===== src/include/wdcu_defines.vh =====
// constants for the watchdog control and unlock block
`ifndef WDCU_DEFINES_VH
`define WDCU_DEFINES_VH

// ==========================================================
// register addresses
`define WDCU_IO_CTRL 8'h21
`define WDCU_IO_CAUSE 8'h34
`define WDCU_DS_OFFSET 8'h20
`define WDCU_IO_TOP 8'h3F

// ==========================================================
// control register fields
`define WDCU_UNLOCK_BIT 4
`define WDCU_ON_BIT 3
`define WDCU_TSEL_HI 2
`define WDCU_TSEL_LO 0
`define WDCU_CTRL_RESET 8'h00

// ==========================================================
// reset cause register fields
`define WDCU_POR_BIT 0
`define WDCU_WDR_BIT 3

// ==========================================================
// timing
`define WDCU_UNLOCK_CYCLES 3'h4
`define WDCU_UNLOCK_LAST 3'h1
`define WDCU_BASE_PERIOD 16384
`define WDCU_CNT_W 22

// ==========================================================
// safety levels, one-hot
`define WDCU_LVL0 3'h1
`define WDCU_LVL1 3'h2
`define WDCU_LVL2 3'h4

`endif


===== src/wdcu_top.v =====
// watchdog control register, timed unlock, timeout counter and reset cause flags
`timescale 1ns/1ps
`include "wdcu_defines.vh"

module wdcu_top #(
   parameter BASE_PERIOD = `WDCU_BASE_PERIOD
) (
   // clock and power-on reset
   input wire CLK_I,
   input wire RST_I,
   // register access bus
   input wire [7:0] ADDR_I,
   input wire DATA_SPACE_I,
   input wire WR_I,
   input wire RD_I,
   input wire [7:0] WDATA_I,
   output reg [7:0] RDATA_O,
   // core events
   input wire KICK_I,
   input wire CHIP_RST_I,
   // fuses and oscillator pins
   input wire LEGACY_COMPAT_FUSE_I,
   input wire ALWAYS_ON_FUSE_I,
   input wire WDT_OSC_I,
   // status
   output reg WDT_RESET_O,
   output wire WDT_ACTIVE_O
);

   reg [7:0] io_addr;
   reg sel_ctrl;
   reg sel_cause;
   reg [1:0] fuse_s1_q;
   reg [1:0] fuse_s2_q;
   reg osc_s1_q;
   reg osc_s2_q;
   reg osc_s3_q;
   wire osc_tick;
   reg [2:0] level;
   reg unlock_q;
   reg [2:0] unlock_cnt_q;
   reg on_q;
   reg [2:0] tsel_q;
   reg por_flag_q;
   reg wdr_flag_q;
   reg [`WDCU_CNT_W-1:0] cnt_q;
   wire [`WDCU_CNT_W-1:0] period_m1;
   wire [31:0] period_full;
   wire chip_rst;
   wire active;
   wire ctrl_wr;
   wire cause_wr;

   // ==========================================================
   // address decode
   // map data-space addresses of the low I/O range onto I/O offsets
   always @* begin
      io_addr = 8'h00;
      if (DATA_SPACE_I) begin
         io_addr = ADDR_I - `WDCU_DS_OFFSET;
      end else begin
         io_addr = ADDR_I;
      end
   end

   // registers decode only inside the directly reachable I/O range
   always @* begin
      sel_ctrl = 1'b0;
      sel_cause = 1'b0;
      if (DATA_SPACE_I && ADDR_I < `WDCU_DS_OFFSET) begin
         sel_ctrl = 1'b0;
      end else if (io_addr > `WDCU_IO_TOP) begin
         sel_ctrl = 1'b0;
      end else if (io_addr == `WDCU_IO_CTRL) begin
         sel_ctrl = 1'b1;
      end else if (io_addr == `WDCU_IO_CAUSE) begin
         sel_cause = 1'b1;
      end
   end

   assign ctrl_wr = WR_I & sel_ctrl;
   assign cause_wr = WR_I & sel_cause;

   // ==========================================================
   // pin synchronisers
   // fuses and oscillator pass two flip-flops before use
   always @(posedge CLK_I or posedge RST_I) begin
      if (RST_I) begin
         fuse_s1_q <= 2'h0;
         fuse_s2_q <= 2'h0;
         osc_s1_q <= 1'b0;
         osc_s2_q <= 1'b0;
         osc_s3_q <= 1'b0;
      end else begin
         fuse_s1_q <= {ALWAYS_ON_FUSE_I, LEGACY_COMPAT_FUSE_I};
         fuse_s2_q <= fuse_s1_q;
         osc_s1_q <= WDT_OSC_I;
         osc_s2_q <= osc_s1_q;
         osc_s3_q <= osc_s2_q;
      end
   end

   // one enable pulse per oscillator rising edge
   assign osc_tick = osc_s2_q & ~osc_s3_q;

   // safety level from the fuses
   always @* begin
      if (fuse_s2_q[1]) begin
         level = `WDCU_LVL2;
      end else if (fuse_s2_q[0]) begin
         level = `WDCU_LVL0;
      end else begin
         level = `WDCU_LVL1;
      end
   end

   // ==========================================================
   // control register
   assign chip_rst = CHIP_RST_I | WDT_RESET_O;
   // level 2 keeps the watchdog on regardless of the stored bit
   assign active = on_q | level[2];
   assign WDT_ACTIVE_O = active;

   // unlock window, on bit and timeout select
   always @(posedge CLK_I or posedge RST_I) begin
      if (RST_I) begin
         unlock_q <= 1'b0;
         unlock_cnt_q <= 3'h0;
         on_q <= 1'b0;
         tsel_q <= 3'h0;
      end else if (chip_rst) begin
         unlock_q <= 1'b0;
         unlock_cnt_q <= 3'h0;
         on_q <= 1'b0;
         tsel_q <= 3'h0;
      end else begin
         // unlock bit self-clears four clocks after a one is written
         if (ctrl_wr && WDATA_I[`WDCU_UNLOCK_BIT]) begin
            unlock_q <= 1'b1;
            unlock_cnt_q <= `WDCU_UNLOCK_CYCLES;
         end else if (unlock_cnt_q == `WDCU_UNLOCK_LAST) begin
            unlock_q <= 1'b0;
            unlock_cnt_q <= 3'h0;
         end else if (unlock_q) begin
            unlock_cnt_q <= unlock_cnt_q - 3'h1;
         end
         // a zero reaches the on bit only through the open window
         if (ctrl_wr && WDATA_I[`WDCU_ON_BIT]) begin
            on_q <= 1'b1;
         end else if (ctrl_wr && unlock_q && !level[2]) begin
            on_q <= 1'b0;
         end
         // timeout select free at level 0, guarded elsewhere
         if (ctrl_wr && (level[0] || unlock_q)) begin
            tsel_q <= WDATA_I[`WDCU_TSEL_HI:`WDCU_TSEL_LO];
         end
      end
   end

   // ==========================================================
   // timeout counter
   // full-width period, then cut to the counter width on purpose
   assign period_full = (BASE_PERIOD << tsel_q) - 32'h0000_0001;
   assign period_m1 = period_full[`WDCU_CNT_W-1:0];

   // counts oscillator ticks, restarts on kick, disable or chip reset
   always @(posedge CLK_I or posedge RST_I) begin
      if (RST_I) begin
         cnt_q <= {`WDCU_CNT_W{1'b0}};
         WDT_RESET_O <= 1'b0;
      end else begin
         WDT_RESET_O <= 1'b0;
         if (chip_rst || KICK_I || !active) begin
            cnt_q <= {`WDCU_CNT_W{1'b0}};
         end else if (osc_tick) begin
            if (cnt_q >= period_m1) begin
               cnt_q <= {`WDCU_CNT_W{1'b0}};
               WDT_RESET_O <= 1'b1;
            end else begin
               cnt_q <= cnt_q + 1'b1;
            end
         end
      end
   end

   // ==========================================================
   // reset cause flags
   // only power-on resets them by hardware (por flag to one, wdr flag to zero); a set wins over a clear
   always @(posedge CLK_I or posedge RST_I) begin
      if (RST_I) begin
         por_flag_q <= 1'b1;
         wdr_flag_q <= 1'b0;
      end else begin
         if (cause_wr && !WDATA_I[`WDCU_POR_BIT]) begin
            por_flag_q <= 1'b0;
         end
         if (WDT_RESET_O) begin
            wdr_flag_q <= 1'b1;
         end else if (cause_wr && !WDATA_I[`WDCU_WDR_BIT]) begin
            wdr_flag_q <= 1'b0;
         end
      end
   end

   // ==========================================================
   // read data, registered one cycle after the read strobe
   always @(posedge CLK_I or posedge RST_I) begin
      if (RST_I) begin
         RDATA_O <= `WDCU_CTRL_RESET;
      end else if (RD_I && sel_ctrl) begin
         RDATA_O <= {3'h0, unlock_q, active, tsel_q};
      end else if (RD_I && sel_cause) begin
         RDATA_O <= {4'h0, wdr_flag_q, 2'h0, por_flag_q};
      end else begin
         RDATA_O <= 8'h00;
      end
   end

endmodule


===== config.mk =====
export PLATFORM = sky130hd
export DESIGN_NAME = wdcu_top
export DESIGN_NICKNAME = d
export VERILOG_FILES = /design/src/wdcu_top.v
export VERILOG_INCLUDE_DIRS = /design/src /design/src/include
export SDC_FILE = /design/constraint.sdc
export NUM_CORES = 1
export LEC_CHECK = 0
export BUFFER_PORTS_ARGS = -buffer_cell sky130_fd_sc_hd__buf_4
export CAP_MARGIN = 20
export CORE_UTILIZATION = 30
export CTS_BUF_LIST = sky130_fd_sc_hd__clkbuf_2
export DETAILED_ROUTE_END_ITERATION = 7
export SLEW_MARGIN = 30
export SYNTH_ARGS = -nofsm -noshare
export SYNTH_HDL_FRONTEND = slang
export SYNTH_SLANG_ARGS = --single-unit

===== constraint.sdc =====
create_clock -name CLK_I -period 2.76 [get_ports CLK_I]
set_input_delay 0.276 -clock CLK_I [delete_from_list [all_inputs] [get_ports CLK_I]]
set_output_delay 0.276 -clock CLK_I [all_outputs]
set_load 0.01 [all_outputs]

Word level (Yosys, flattened, before mapping). Index checks and enable logic that the tools add are counted.

Add/subtract/negate cells: 4. Magnitude comparators: 3. Equal/unequal tests: 3. Shifts and indexed selects: 1. Multiplexer cells: 32. Bitwise logic cells: 6. Reduce and logical (&&, ||, !) cells: 23.

Operators by type and width (count): 22-bit two-way mux (3); 22-bit by 1-bit adder with 22-bit output, second input constant (1); 22-bit greater-or-equal comparator (1); 15-bit by 3-bit left shift with 22-bit output, first input constant (1); 22-bit by 1-bit subtractor with 22-bit output, second input constant (1); 3-bit two-way mux (7); 1-bit two-way mux (18); 8-bit by 6-bit == test with 1-bit output, second input constant (2); 1-bit logical AND (10); 8-bit by 6-bit greater-than comparator with 1-bit output, second input constant (1); 8-bit by 6-bit < comparator with 1-bit output, second input constant (1); 8-bit two-way mux (1); 8-bit by 6-bit subtractor with 8-bit output, second input constant (1); 2-bit nonzero test (3); 3-bit nonzero test (2); 5-bit two-way mux (1); 1-bit logical NOT (4); 4-bit two-way mux (1); 4-bit nonzero test (1); 1-bit AND (3); 3-bit by 1-bit == test with 1-bit output, second input constant (1); 1-bit logical OR (3); 3-bit by 1-bit subtractor with 3-bit output, second input constant (1); 2-bit two-way mux (1); 2 further kinds (3).

Flip-flop bits (word level): 48. Input bits: 26. Output and inout port bits: 10. Logic and storage cells: 86.

Depth between registers and ports, before layout. Gate-level depths: netlist (run 1).

Word-level depth: 12. Gate-level depth with buffers: 9.

Worst setup path before layout (run 1). No wires, ideal clock.

Path kind: reg-to-reg. From: reg tsel_q[2]. To: reg cnt_q[21]. Setup time: 0.071 ns. Arrival: 2.206 ns. Required time: 2.689 ns. Slack: 0.482 ns. Stages on the path, launching flop included: 10. Buffers on the path: 2. Clock period less this slack: 2.278 ns. Path through: dfrtp_1 -> clkbuf_1 -> inv_1 -> ha_1 -> a21oi_1 -> a31oi_1 -> a2111oi_2 -> a31oi_4 -> buf_6 -> nor2_1.

Longest elaborated chain between the ends: 6.

RTL lines: start, declared (RTL line wdcu_top.v:43) `reg [2:0] tsel_q;`; start signal, assigned (RTL line wdcu_top.v:155) `` tsel_q <= WDATA_I[`WDCU_TSEL_HI:`WDCU_TSEL_LO]; ``; 15-bit by 3-bit left shift with 22-bit output (RTL line wdcu_top.v:163) `assign period_full = (BASE_PERIOD << tsel_q) - 32'h0000_0001;`; 22-bit by 1-bit subtractor with 22-bit output (RTL line wdcu_top.v:163); 22-bit greater-or-equal comparator (RTL line wdcu_top.v:176) `if (cnt_q >= period_m1) begin`; 22-bit two-way mux (RTL line wdcu_top.v:176); 22-bit two-way mux (RTL line wdcu_top.v:175) `end else if (osc_tick) begin`; 22-bit two-way mux (RTL line wdcu_top.v:173) `if (chip_rst || KICK_I || !active) begin`; end signal, assigned (RTL line wdcu_top.v:174) `` cnt_q <= {`WDCU_CNT_W{1'b0}}; ``; end signal, assigned (RTL line wdcu_top.v:177) `` cnt_q <= {`WDCU_CNT_W{1'b0}}; ``; end signal, assigned (RTL line wdcu_top.v:180) `cnt_q <= cnt_q + 1'b1;`; end, declared (RTL line wdcu_top.v:46) `` reg [`WDCU_CNT_W-1:0] cnt_q; ``.

No other way between the ends. The select of a mux whose other input is x is not followed. A chain may end at the register's enable or synchronous reset.

Worst setup path in the final report (run 1).
From: reg cnt_q[0]. To: reg cnt_q[1].

Longest elaborated chain between the ends: 4.

RTL lines: start signal, assigned (RTL line wdcu_top.v:169) `` cnt_q <= {`WDCU_CNT_W{1'b0}}; ``; start signal, assigned (RTL line wdcu_top.v:174); start signal, assigned (RTL line wdcu_top.v:177); 22-bit by 1-bit adder with 22-bit output or 22-bit greater-or-equal comparator (tied branches) (RTL line wdcu_top.v:180, wdcu_top.v:176); 22-bit two-way mux (*) (RTL line wdcu_top.v:176); 22-bit two-way mux (*) (RTL line wdcu_top.v:175); 22-bit two-way mux (*) (RTL line wdcu_top.v:173).

Mark *: on every way between the ends. The rest lies on a longest branch, timed or not. The select of a mux whose other input is x is not followed.

==> results summary, run 1 <==
The relative area change from synthesis to final layout is 15.7%. The number of gates resized after CTS is 0. The sum of overflow across all layers after global routing is 0.

The number of global-route vias before repair is 1888. The number of buffers on the longest clock path is 2. The initial antenna violation count is 0. Summing the areas of all and, or, nand and nor instances in the mapped netlist gives 26.9% of the synthesized area. The number of max-cap violations came out at 0. Walking the worst path, the cells encountered are ha_1, and4_4, nand4_4, or4_1, and2_1, a32o_1. The ratio of cells with drive above 1 in the final layout came out at 16.9%. The net switching share of the total power came out at 25.4%. The TritonCTS clock tree is done. The type of the tightest min-delay check is primary input to flip-flop. The total non-filler cell area in the finished layout came out at 2910 µm². The clock power share is 26.8%. For this design the ratio of total power to cell area is 358 nW/µm².

For this run, the top clock speed supported by timing is 0.416 GHz. In this design, the stage delay of the slowest critical-path cell is 0.71 ns. The worst clock skew came out at 0.0160 ns.

The number of flops mapped to enable cells by yosys is 0. The worst-path maximum fanout came out at 6. The post-synthesis cell type count is 48. The depth of the most critical reg-to-reg path came out at 6. The transition at the pin with the smallest max-transition slack came out at 0.648 ns. The final weighted congestion in routability-driven placement came out at 0.735. The number of hold violations in the final report came out at 0. 36 I/O pins were placed. The detail route stage leaves a number of antenna-violating nets equal to 0. The first detailed-routing pass ran for 4 iterations. The number of fillers in the final layout came out at 828. In the global route stage, met2 resource usage came out at 20.6%. The time the worst path needs with I/O delays and setup came out at 2.40 ns.

Among all stages on the critical path, the largest delay is contributed by sky130_fd_sc_hd__or4_1. The area used by sequential logic in the layout is 1130 µm². After global routing, the most crowded layer is met2. The total routing usage reported by global routing is 12.6%. The placed instance count is 383. After detailed routing, the average wire length per cell comes to 12.6 µm.

The non-filler instance count after layout is 395. The overall die height is 93.6 µm. The adder-cell share of the synthesized area is 5.97%. For this run, design rule violations remaining after detail routing come to 0. For this design, the sink count on the clock tree is 45.

The worst slew margin relative to its limit came out at 56.7%. The critical path class is flip-flop to flip-flop. The flow ran to the end, and the final reports show no timing, DRC or antenna violations. In this run, the number of DRC markers left after iteration 0 of detailed routing was 57. For met3 alone, demand over resource in global routing was 2.85%. The clock latency on the worst-skew pair came out at 0.41 ns. By area, the combinational part of the netlist is dominated by simple AND/OR/NAND/NOR gates. The port buffer count is 29. In this run the power spent charging and discharging nets is 264 µW. The fraction of registers with async set or reset after synthesis came out at 100%. In the layout the commonest cells are sky130_fd_sc_hd__dfrtp_1 (44), sky130_fd_sc_hd__buf_4 (32), sky130_fd_sc_hd__nor2_1 (26). The kind of start point of the critical path is a flip-flop. The mean instance size in the synthesized netlist is 9.82 µm². The netlist area before placement is 2510 µm². Clock-pin slew was measured on the worst setup and hold paths at 0.21 ns. The internal power of the cells came out at 777 µW. The maximum number of pins on one net before global-route repair is 46.

The core region area came out at 8180 µm². Setup repair after global routing left no endpoint under its margin. The library cell occupying the most area in the post-synthesis netlist is sky130_fd_sc_hd__dfrtp_1. At the worst endpoint, the required time is 3.08 ns.

The part of the power in registers is 64.2%. The number of antenna diodes in the final layout is 0. The die covers 8750 µm².

The static leakage is 0.00125 µW. The xor and xnor area share after synthesis came out at 6.62%. The number of buffers inserted during clock tree synthesis is 5.

The leading cell type in the layout, fill and taps excluded is sky130_fd_sc_hd__dfrtp_1. The dominant synthesized flop cell is sky130_fd_sc_hd__dfrtp_1. The multi-input combinational cells in the finished layout cover a total of 1290 µm². The width of the die came out at 93.6 µm. After synthesis, the cell types taking the most area are sky130_fd_sc_hd__dfrtp_1 (44%), sky130_fd_sc_hd__xnor2_1 (6.3%), sky130_fd_sc_hd__ha_1 (6.0%), sky130_fd_sc_hd__nor2_1 (3.9%), sky130_fd_sc_hd__nand2_1 (3.6%). The arrival time reported for the critical path endpoint is 2.72 ns. Setup violations remaining at the end of the flow were counted as 0.

Dividing the detail-routed via count by the number of cells gives 4.88. The initial utilization of the core area, before any placement, comes to 30.8%. After synthesis the netlist holds a flip-flop and latch count of 45.

The HPWL after detailed placement came out at 3510 µm. The CTS H-tree depth came out at 2. The final wirelength came out at 4970 µm. The max-slew violation total from the final report was 0. The portion of synthesized cell area occupied by the leading cell type is 43.8%. The kind of end point of the critical path is a flip-flop. The final layout net count is 327. The count of cells along the worst hold path is 2. The worst voltage drop across the vdd grid came out at 0.173 mV. The placement row count is 33. The total vias in the final route came out at 1928. The fraction of the mapped netlist area in compound gates is 8.36%. The portion of total power attributed to combinational logic is 9.0%. After detailed placement, the total cell area comes to 2830 µm². The met1 track demand over resource in global routing came out at 16.5%.

The final critical path takes up 87.1% of the cycle. The setup total negative slack is 0 ns. The multiplexer area fraction after synthesis is 2.79%. The number of warning messages in the yosys log came out at 0. The root buffer cell chosen for the clock tree is sky130_fd_sc_hd__clkbuf_2. After technology mapping, the gate count stands at 256. The sequential fraction of the synthesis area came out at 44.8%. The first global-routing pass estimated 8690 µm of wire.
[per-layer routing]
layer | wire [µm] | vias up
li1 | - | 964
met5 | 0 | -
met1 | 2410 | 910
met3 | 253 | 8
met2 | 2260 | 46
met4 | 53 | 0
[cell usage after synthesis, types with 3 or more instances]
master,number
sky130_fd_sc_hd__xnor2_1,18
sky130_fd_sc_hd__nor4_1,3
sky130_fd_sc_hd__and3_1,8
sky130_fd_sc_hd__buf_4,4
sky130_fd_sc_hd__ha_1,12
sky130_fd_sc_hd__a41oi_1,3
sky130_fd_sc_hd__nand2_1,24
sky130_fd_sc_hd__a21oi_1,7
sky130_fd_sc_hd__nor2_1,26
sky130_fd_sc_hd__and4_1,4
sky130_fd_sc_hd__nor2b_1,4
sky130_fd_sc_hd__nor3_1,12
sky130_fd_sc_hd__mux2i_1,7
sky130_fd_sc_hd__nand3_1,12
sky130_fd_sc_hd__inv_1,10
sky130_fd_sc_hd__clkbuf_1,5
sky130_fd_sc_hd__nand4_1,11
sky130_fd_sc_hd__dfrtp_1,44
sky130_fd_sc_hd__and2_1,4
sky130_fd_sc_hd__nor3b_1,4
[final timing paths]
path                       slack (ns)    endpoint        from
hold / removal                   0.09  por_flag_q  WDATA_I[0]
min in group asynchronous        0.44    cnt_q[8]       RST_I
max in group asynchronous        1.93  por_flag_q       RST_I
setup / recovery                 0.36    cnt_q[1]    cnt_q[0]
setup reg to reg                 0.36    cnt_q[1]    cnt_q[0]
hold reg to reg                  0.38    osc_s2_q    osc_s1_q
[flip-flops by register name, indices dropped and copies added (netlist names), 2 cells and up]
name	count
cnt_q	22
RDATA_O	5
tsel_q	3
unlock_cnt_q	3
fuse_s1_q	2
fuse_s2_q	2
[per-stage QoR]
| step | worst slack, ns | hold WS [ns] | total power [µW] | utilization [%] |
|---|---|---|---|---|
| after global placement | 0.389 | 0.333 | 769 | 34.5 |
| after CTS | 0.320 | 0.0720 | 1060 | 35.6 |
| final | 0.356 | 0.0908 | 1040 | 35.6 |
| after global routing | 0.157 | 0.0476 | 1100 | 35.6 |
| after floorplan | 0.482 | 0.307 | 731 | - |
| after detailed placement | 0.370 | 0.339 | 772 | 34.6 |
[power groups by stage]
stage	clock network, µW	registers [µW]	logic (µW)
global placement	0	680	89.1
detailed placement	0	680	91.6
global route	328	670	107
finish	279	669	93.7
CTS	296	669	96.4
floorplan	0	680	51.0
[layout make-up]
type / instances / area share, %
sequential: 45 / 38.8
inverter: 10 / 1.38
clock buffer: 7 / 1.20
clock inverter: 1 / 0.258
timing repair buffer: 36 / 9.63
tap: 105 / 4.52
multi-input combinational: 191 / 44.3
[what timing repair did]
item / in CTS / in global routing
setup buffers: 0 / 0
endpoints found under the hold margin: 47 / 0
hold buffers: 4 / 0
[critical path, delay by kind of cell (launching register included)]
family          cells  cell delay, ns
compound gates      1            0.27
fa+ha+maj           1            0.24
flops               1            0.46
simple gates        4            1.35
[logic make-up (layout without fill, tap and decap cells)]
family | count (synthesis) | count (layout)
xor+xnor | 19 | 19
mux | 7 | 7
other cells | 2 | 4
flops | 45 | 45
compound gates | 24 | 24
fa+ha+maj | 12 | 12
buf+inv | 22 | 54
simple gates | 125 | 125
Power figures use the tool's default switching activity.
==> inputs of run 2 (changes only) <==
==> constraint.sdc (replaced) <==
create_clock -name CLK_I -period 2.76 [get_ports CLK_I]
set_input_delay 0.414 -clock CLK_I [delete_from_list [all_inputs] [get_ports CLK_I]]
set_output_delay 0.414 -clock CLK_I [all_outputs]
set_load 0.01 [all_outputs]
==> results summary, run 2 (synthesis gave the netlist of run 1 again) <==
The flow ran to the end, and the final reports show no timing, DRC or antenna violations. The number of buffers inserted during clock tree synthesis is 5. The HPWL after detailed placement is 3660 µm. The required time of the critical path came out at 3.07 ns.

The internal power of the cells came out at 774 µW. The final wirelength came out at 5060 µm. After floorplanning, the core was divided into 33 placement rows.

The largest registers in the layout are cnt_q x22, RDATA_O x5. The arrival time reported for the critical path endpoint is 2.76 ns. The total non-filler cell area in the finished layout came out at 2880 µm². TritonCTS built the clock tree.

The total vias in the final route is 1931. The number of max-cap violations is 0. In the layout the commonest cells are sky130_fd_sc_hd__dfrtp_1 (44), sky130_fd_sc_hd__buf_4 (33), sky130_fd_sc_hd__nor2_1 (26).

The H-tree generated during clock tree synthesis spans 2 levels. Once the floorplan was initialized, standard cells occupied 30.8% of the core. Across the routed clock network, the largest skew measured is 0.0274 ns. The initial antenna violation count is 0. Relative to the synthesized area, the layout overhead comes to 14.4%. STA classifies the critical path endpoint as a flip-flop. For the pin with the worst max-slew slack, the measured transition is 0.634 ns. The sum of overflow across all layers after global routing is 0. Once placement finished, the instance area stood at 2830 µm². The number of global-route vias before repair is 1858. The max-slew violation total from the final report is 0. Setup repair after global routing left no endpoint under its margin. For this run, global-route usage on met1 was measured as 16.9%. The final critical path takes up 88.8% of the cycle. At the later pin of the worst-skew pair, clock insertion delay measures 0.42 ns. The ratio of cells with drive above 1 in the final layout came out at 17.4%. The number of violations reported at the end of detailed-routing iteration 0 is 69. The number of hold violations in the final report came out at 0. After routing, the total negative slack on setup checks comes to 0 ns. From bottom edge to top edge, the die measures 93.6 µm.

STA classifies the critical path startpoint as a flip-flop. The maximum number of pins on one net before global-route repair came out at 46. The worst slew margin relative to its limit came out at 57.6%.

The width of the die came out at 93.6 µm. The met2 track demand over resource is 20.0%. Hold timing on the final database bottoms out at a slack of 0.00801 ns. The number of gates resized after CTS is 0.

The total net switching power came out at 270 µW. In this run the worst path has a maximum fanout of 6. Combinational logic is responsible for 8.7% of the overall power. The met3 track demand over resource in global routing came out at 2.85%. The final core utilization came out at 35.2%. The part of the power in registers came out at 64.1%. The detailed-route vias per instance came out at 4.93. The post-detailed-route wirelength per cell is 12.9 µm.

The die covers 8750 µm². In the routed design, unresolved DRC markers number 0. The layer flagged by global routing as most heavily used is met2.

The number of flip-flops under the largest register name is 22. In this run switching power makes up 25.9% of total power. The port buffer count is 29. The number of I/O pins is 36. At the end of the flow, the number of nets in the layout was 324. The first global-routing pass estimated 8630 µm of wire. Leaving out fill and tap cells, the most frequent cell in the layout is sky130_fd_sc_hd__dfrtp_1.

The highest attainable clock frequency came out at 0.408 GHz. The total clock sinks is 45. The ratio of total power to cell area came out at 363 nW/µm².

More flip-flops sit in one register than any other, and that register is cnt_q. Setup violations remaining at the end of the flow were counted as 0. The critical path class is flip-flop to flip-flop. The total routing usage reported by global routing came out at 12.5%. For this design, the CTS-stage hold fixing added 0 buffers. The clock power share came out at 27.2%. The core region area came out at 8180 µm².

The worst voltage drop across the vdd grid came out at 0.141 mV. Routability-driven placement finished with a final weighted congestion of 0.770. The detail route stage leaves a number of antenna-violating nets equal to 0. Summed over all cells, the static leakage comes to 0.00124 µW. The time the worst path needs with I/O delays and setup is 2.45 ns. The number of buffers on the longest clock path came out at 2.

The number of diodes came out at 0. The worst hold path belongs to the class primary input to asynchronous set/reset pin. Buffers added to address setup during post-CTS repair amount to 0. The clock input transition at the sequential cells of the worst setup and hold paths came out at 0.23 ns. The number of optimization iterations in the first detailed-route pass is 5. Power comes to 1040 µW. The cell sitting at the root of the clock tree is a sky130_fd_sc_hd__clkbuf_2.
## run 2: worst paths after layout
kind                                 startpoint           end  slack [ns]  cells past startpoint
min reg2reg                            osc_s1_q      osc_s2_q        0.38                      0
min                                       RST_I      cnt_q[6]       0.008                      2
min in group CLK_I         LEGACY_COMPAT_FUSE_I  fuse_s1_q[0]        0.09                      1
max reg2reg                            cnt_q[0]      cnt_q[1]        0.31                      6
max in group asynchronous                 RST_I      osc_s2_q        2.33                      2
max                                    cnt_q[0]      cnt_q[1]        0.31                      6
## run 2: area by class of cell
cell class | instances | area, µm²
fillers | 852 | 5300
multi-input cells | 191 | 1290
flip-flops and latches | 45 | 1130
repair buffers | 33 | 248
well taps | 105 | 131
inverters | 10 | 40.0
clock buffers | 7 | 35.0
clock inverters | 1 | 7.51
## run 2: layer usage
layer  up-vias  wire (µm)  share of wire, %
met2        42       2290                45
li1        958          -                 -
met5         -          0                 0
met3         5        256               5.1
met1       926       2480                49
met4         0         41              0.81
## run 2: worst max-delay path, cell delays in order (launching register included)
cell and delay (ns):
sky130_fd_sc_hd__dfrtp_1 0.47, sky130_fd_sc_hd__ha_1 0.25, sky130_fd_sc_hd__and4_4 0.28, sky130_fd_sc_hd__nand4_4 0.15, sky130_fd_sc_hd__or4_1 0.72, sky130_fd_sc_hd__and2_1 0.24
sky130_fd_sc_hd__a32o_1 0.26
## run 2: power by group through the flow
stage / sequential, µW / clock [µW] / combinational, µW
6_report: 669 / 284 / 90.9
2_1_floorplan: 680 / 0 / 51.0
5_1_grt: 670 / 327 / 102
4_1_cts: 669 / 295 / 93.0
3_5_place_dp: 680 / 0 / 92.9
3_3_place_gp: 680 / 0 / 90.1
## run 2: metrics by stage
step,setup WS (ns),cells
finish,0.308,392
global placement,0.399,384
detailed placement,0.386,384
CTS,0.305,392
floorplan,0.482,258
global route,0.190,392
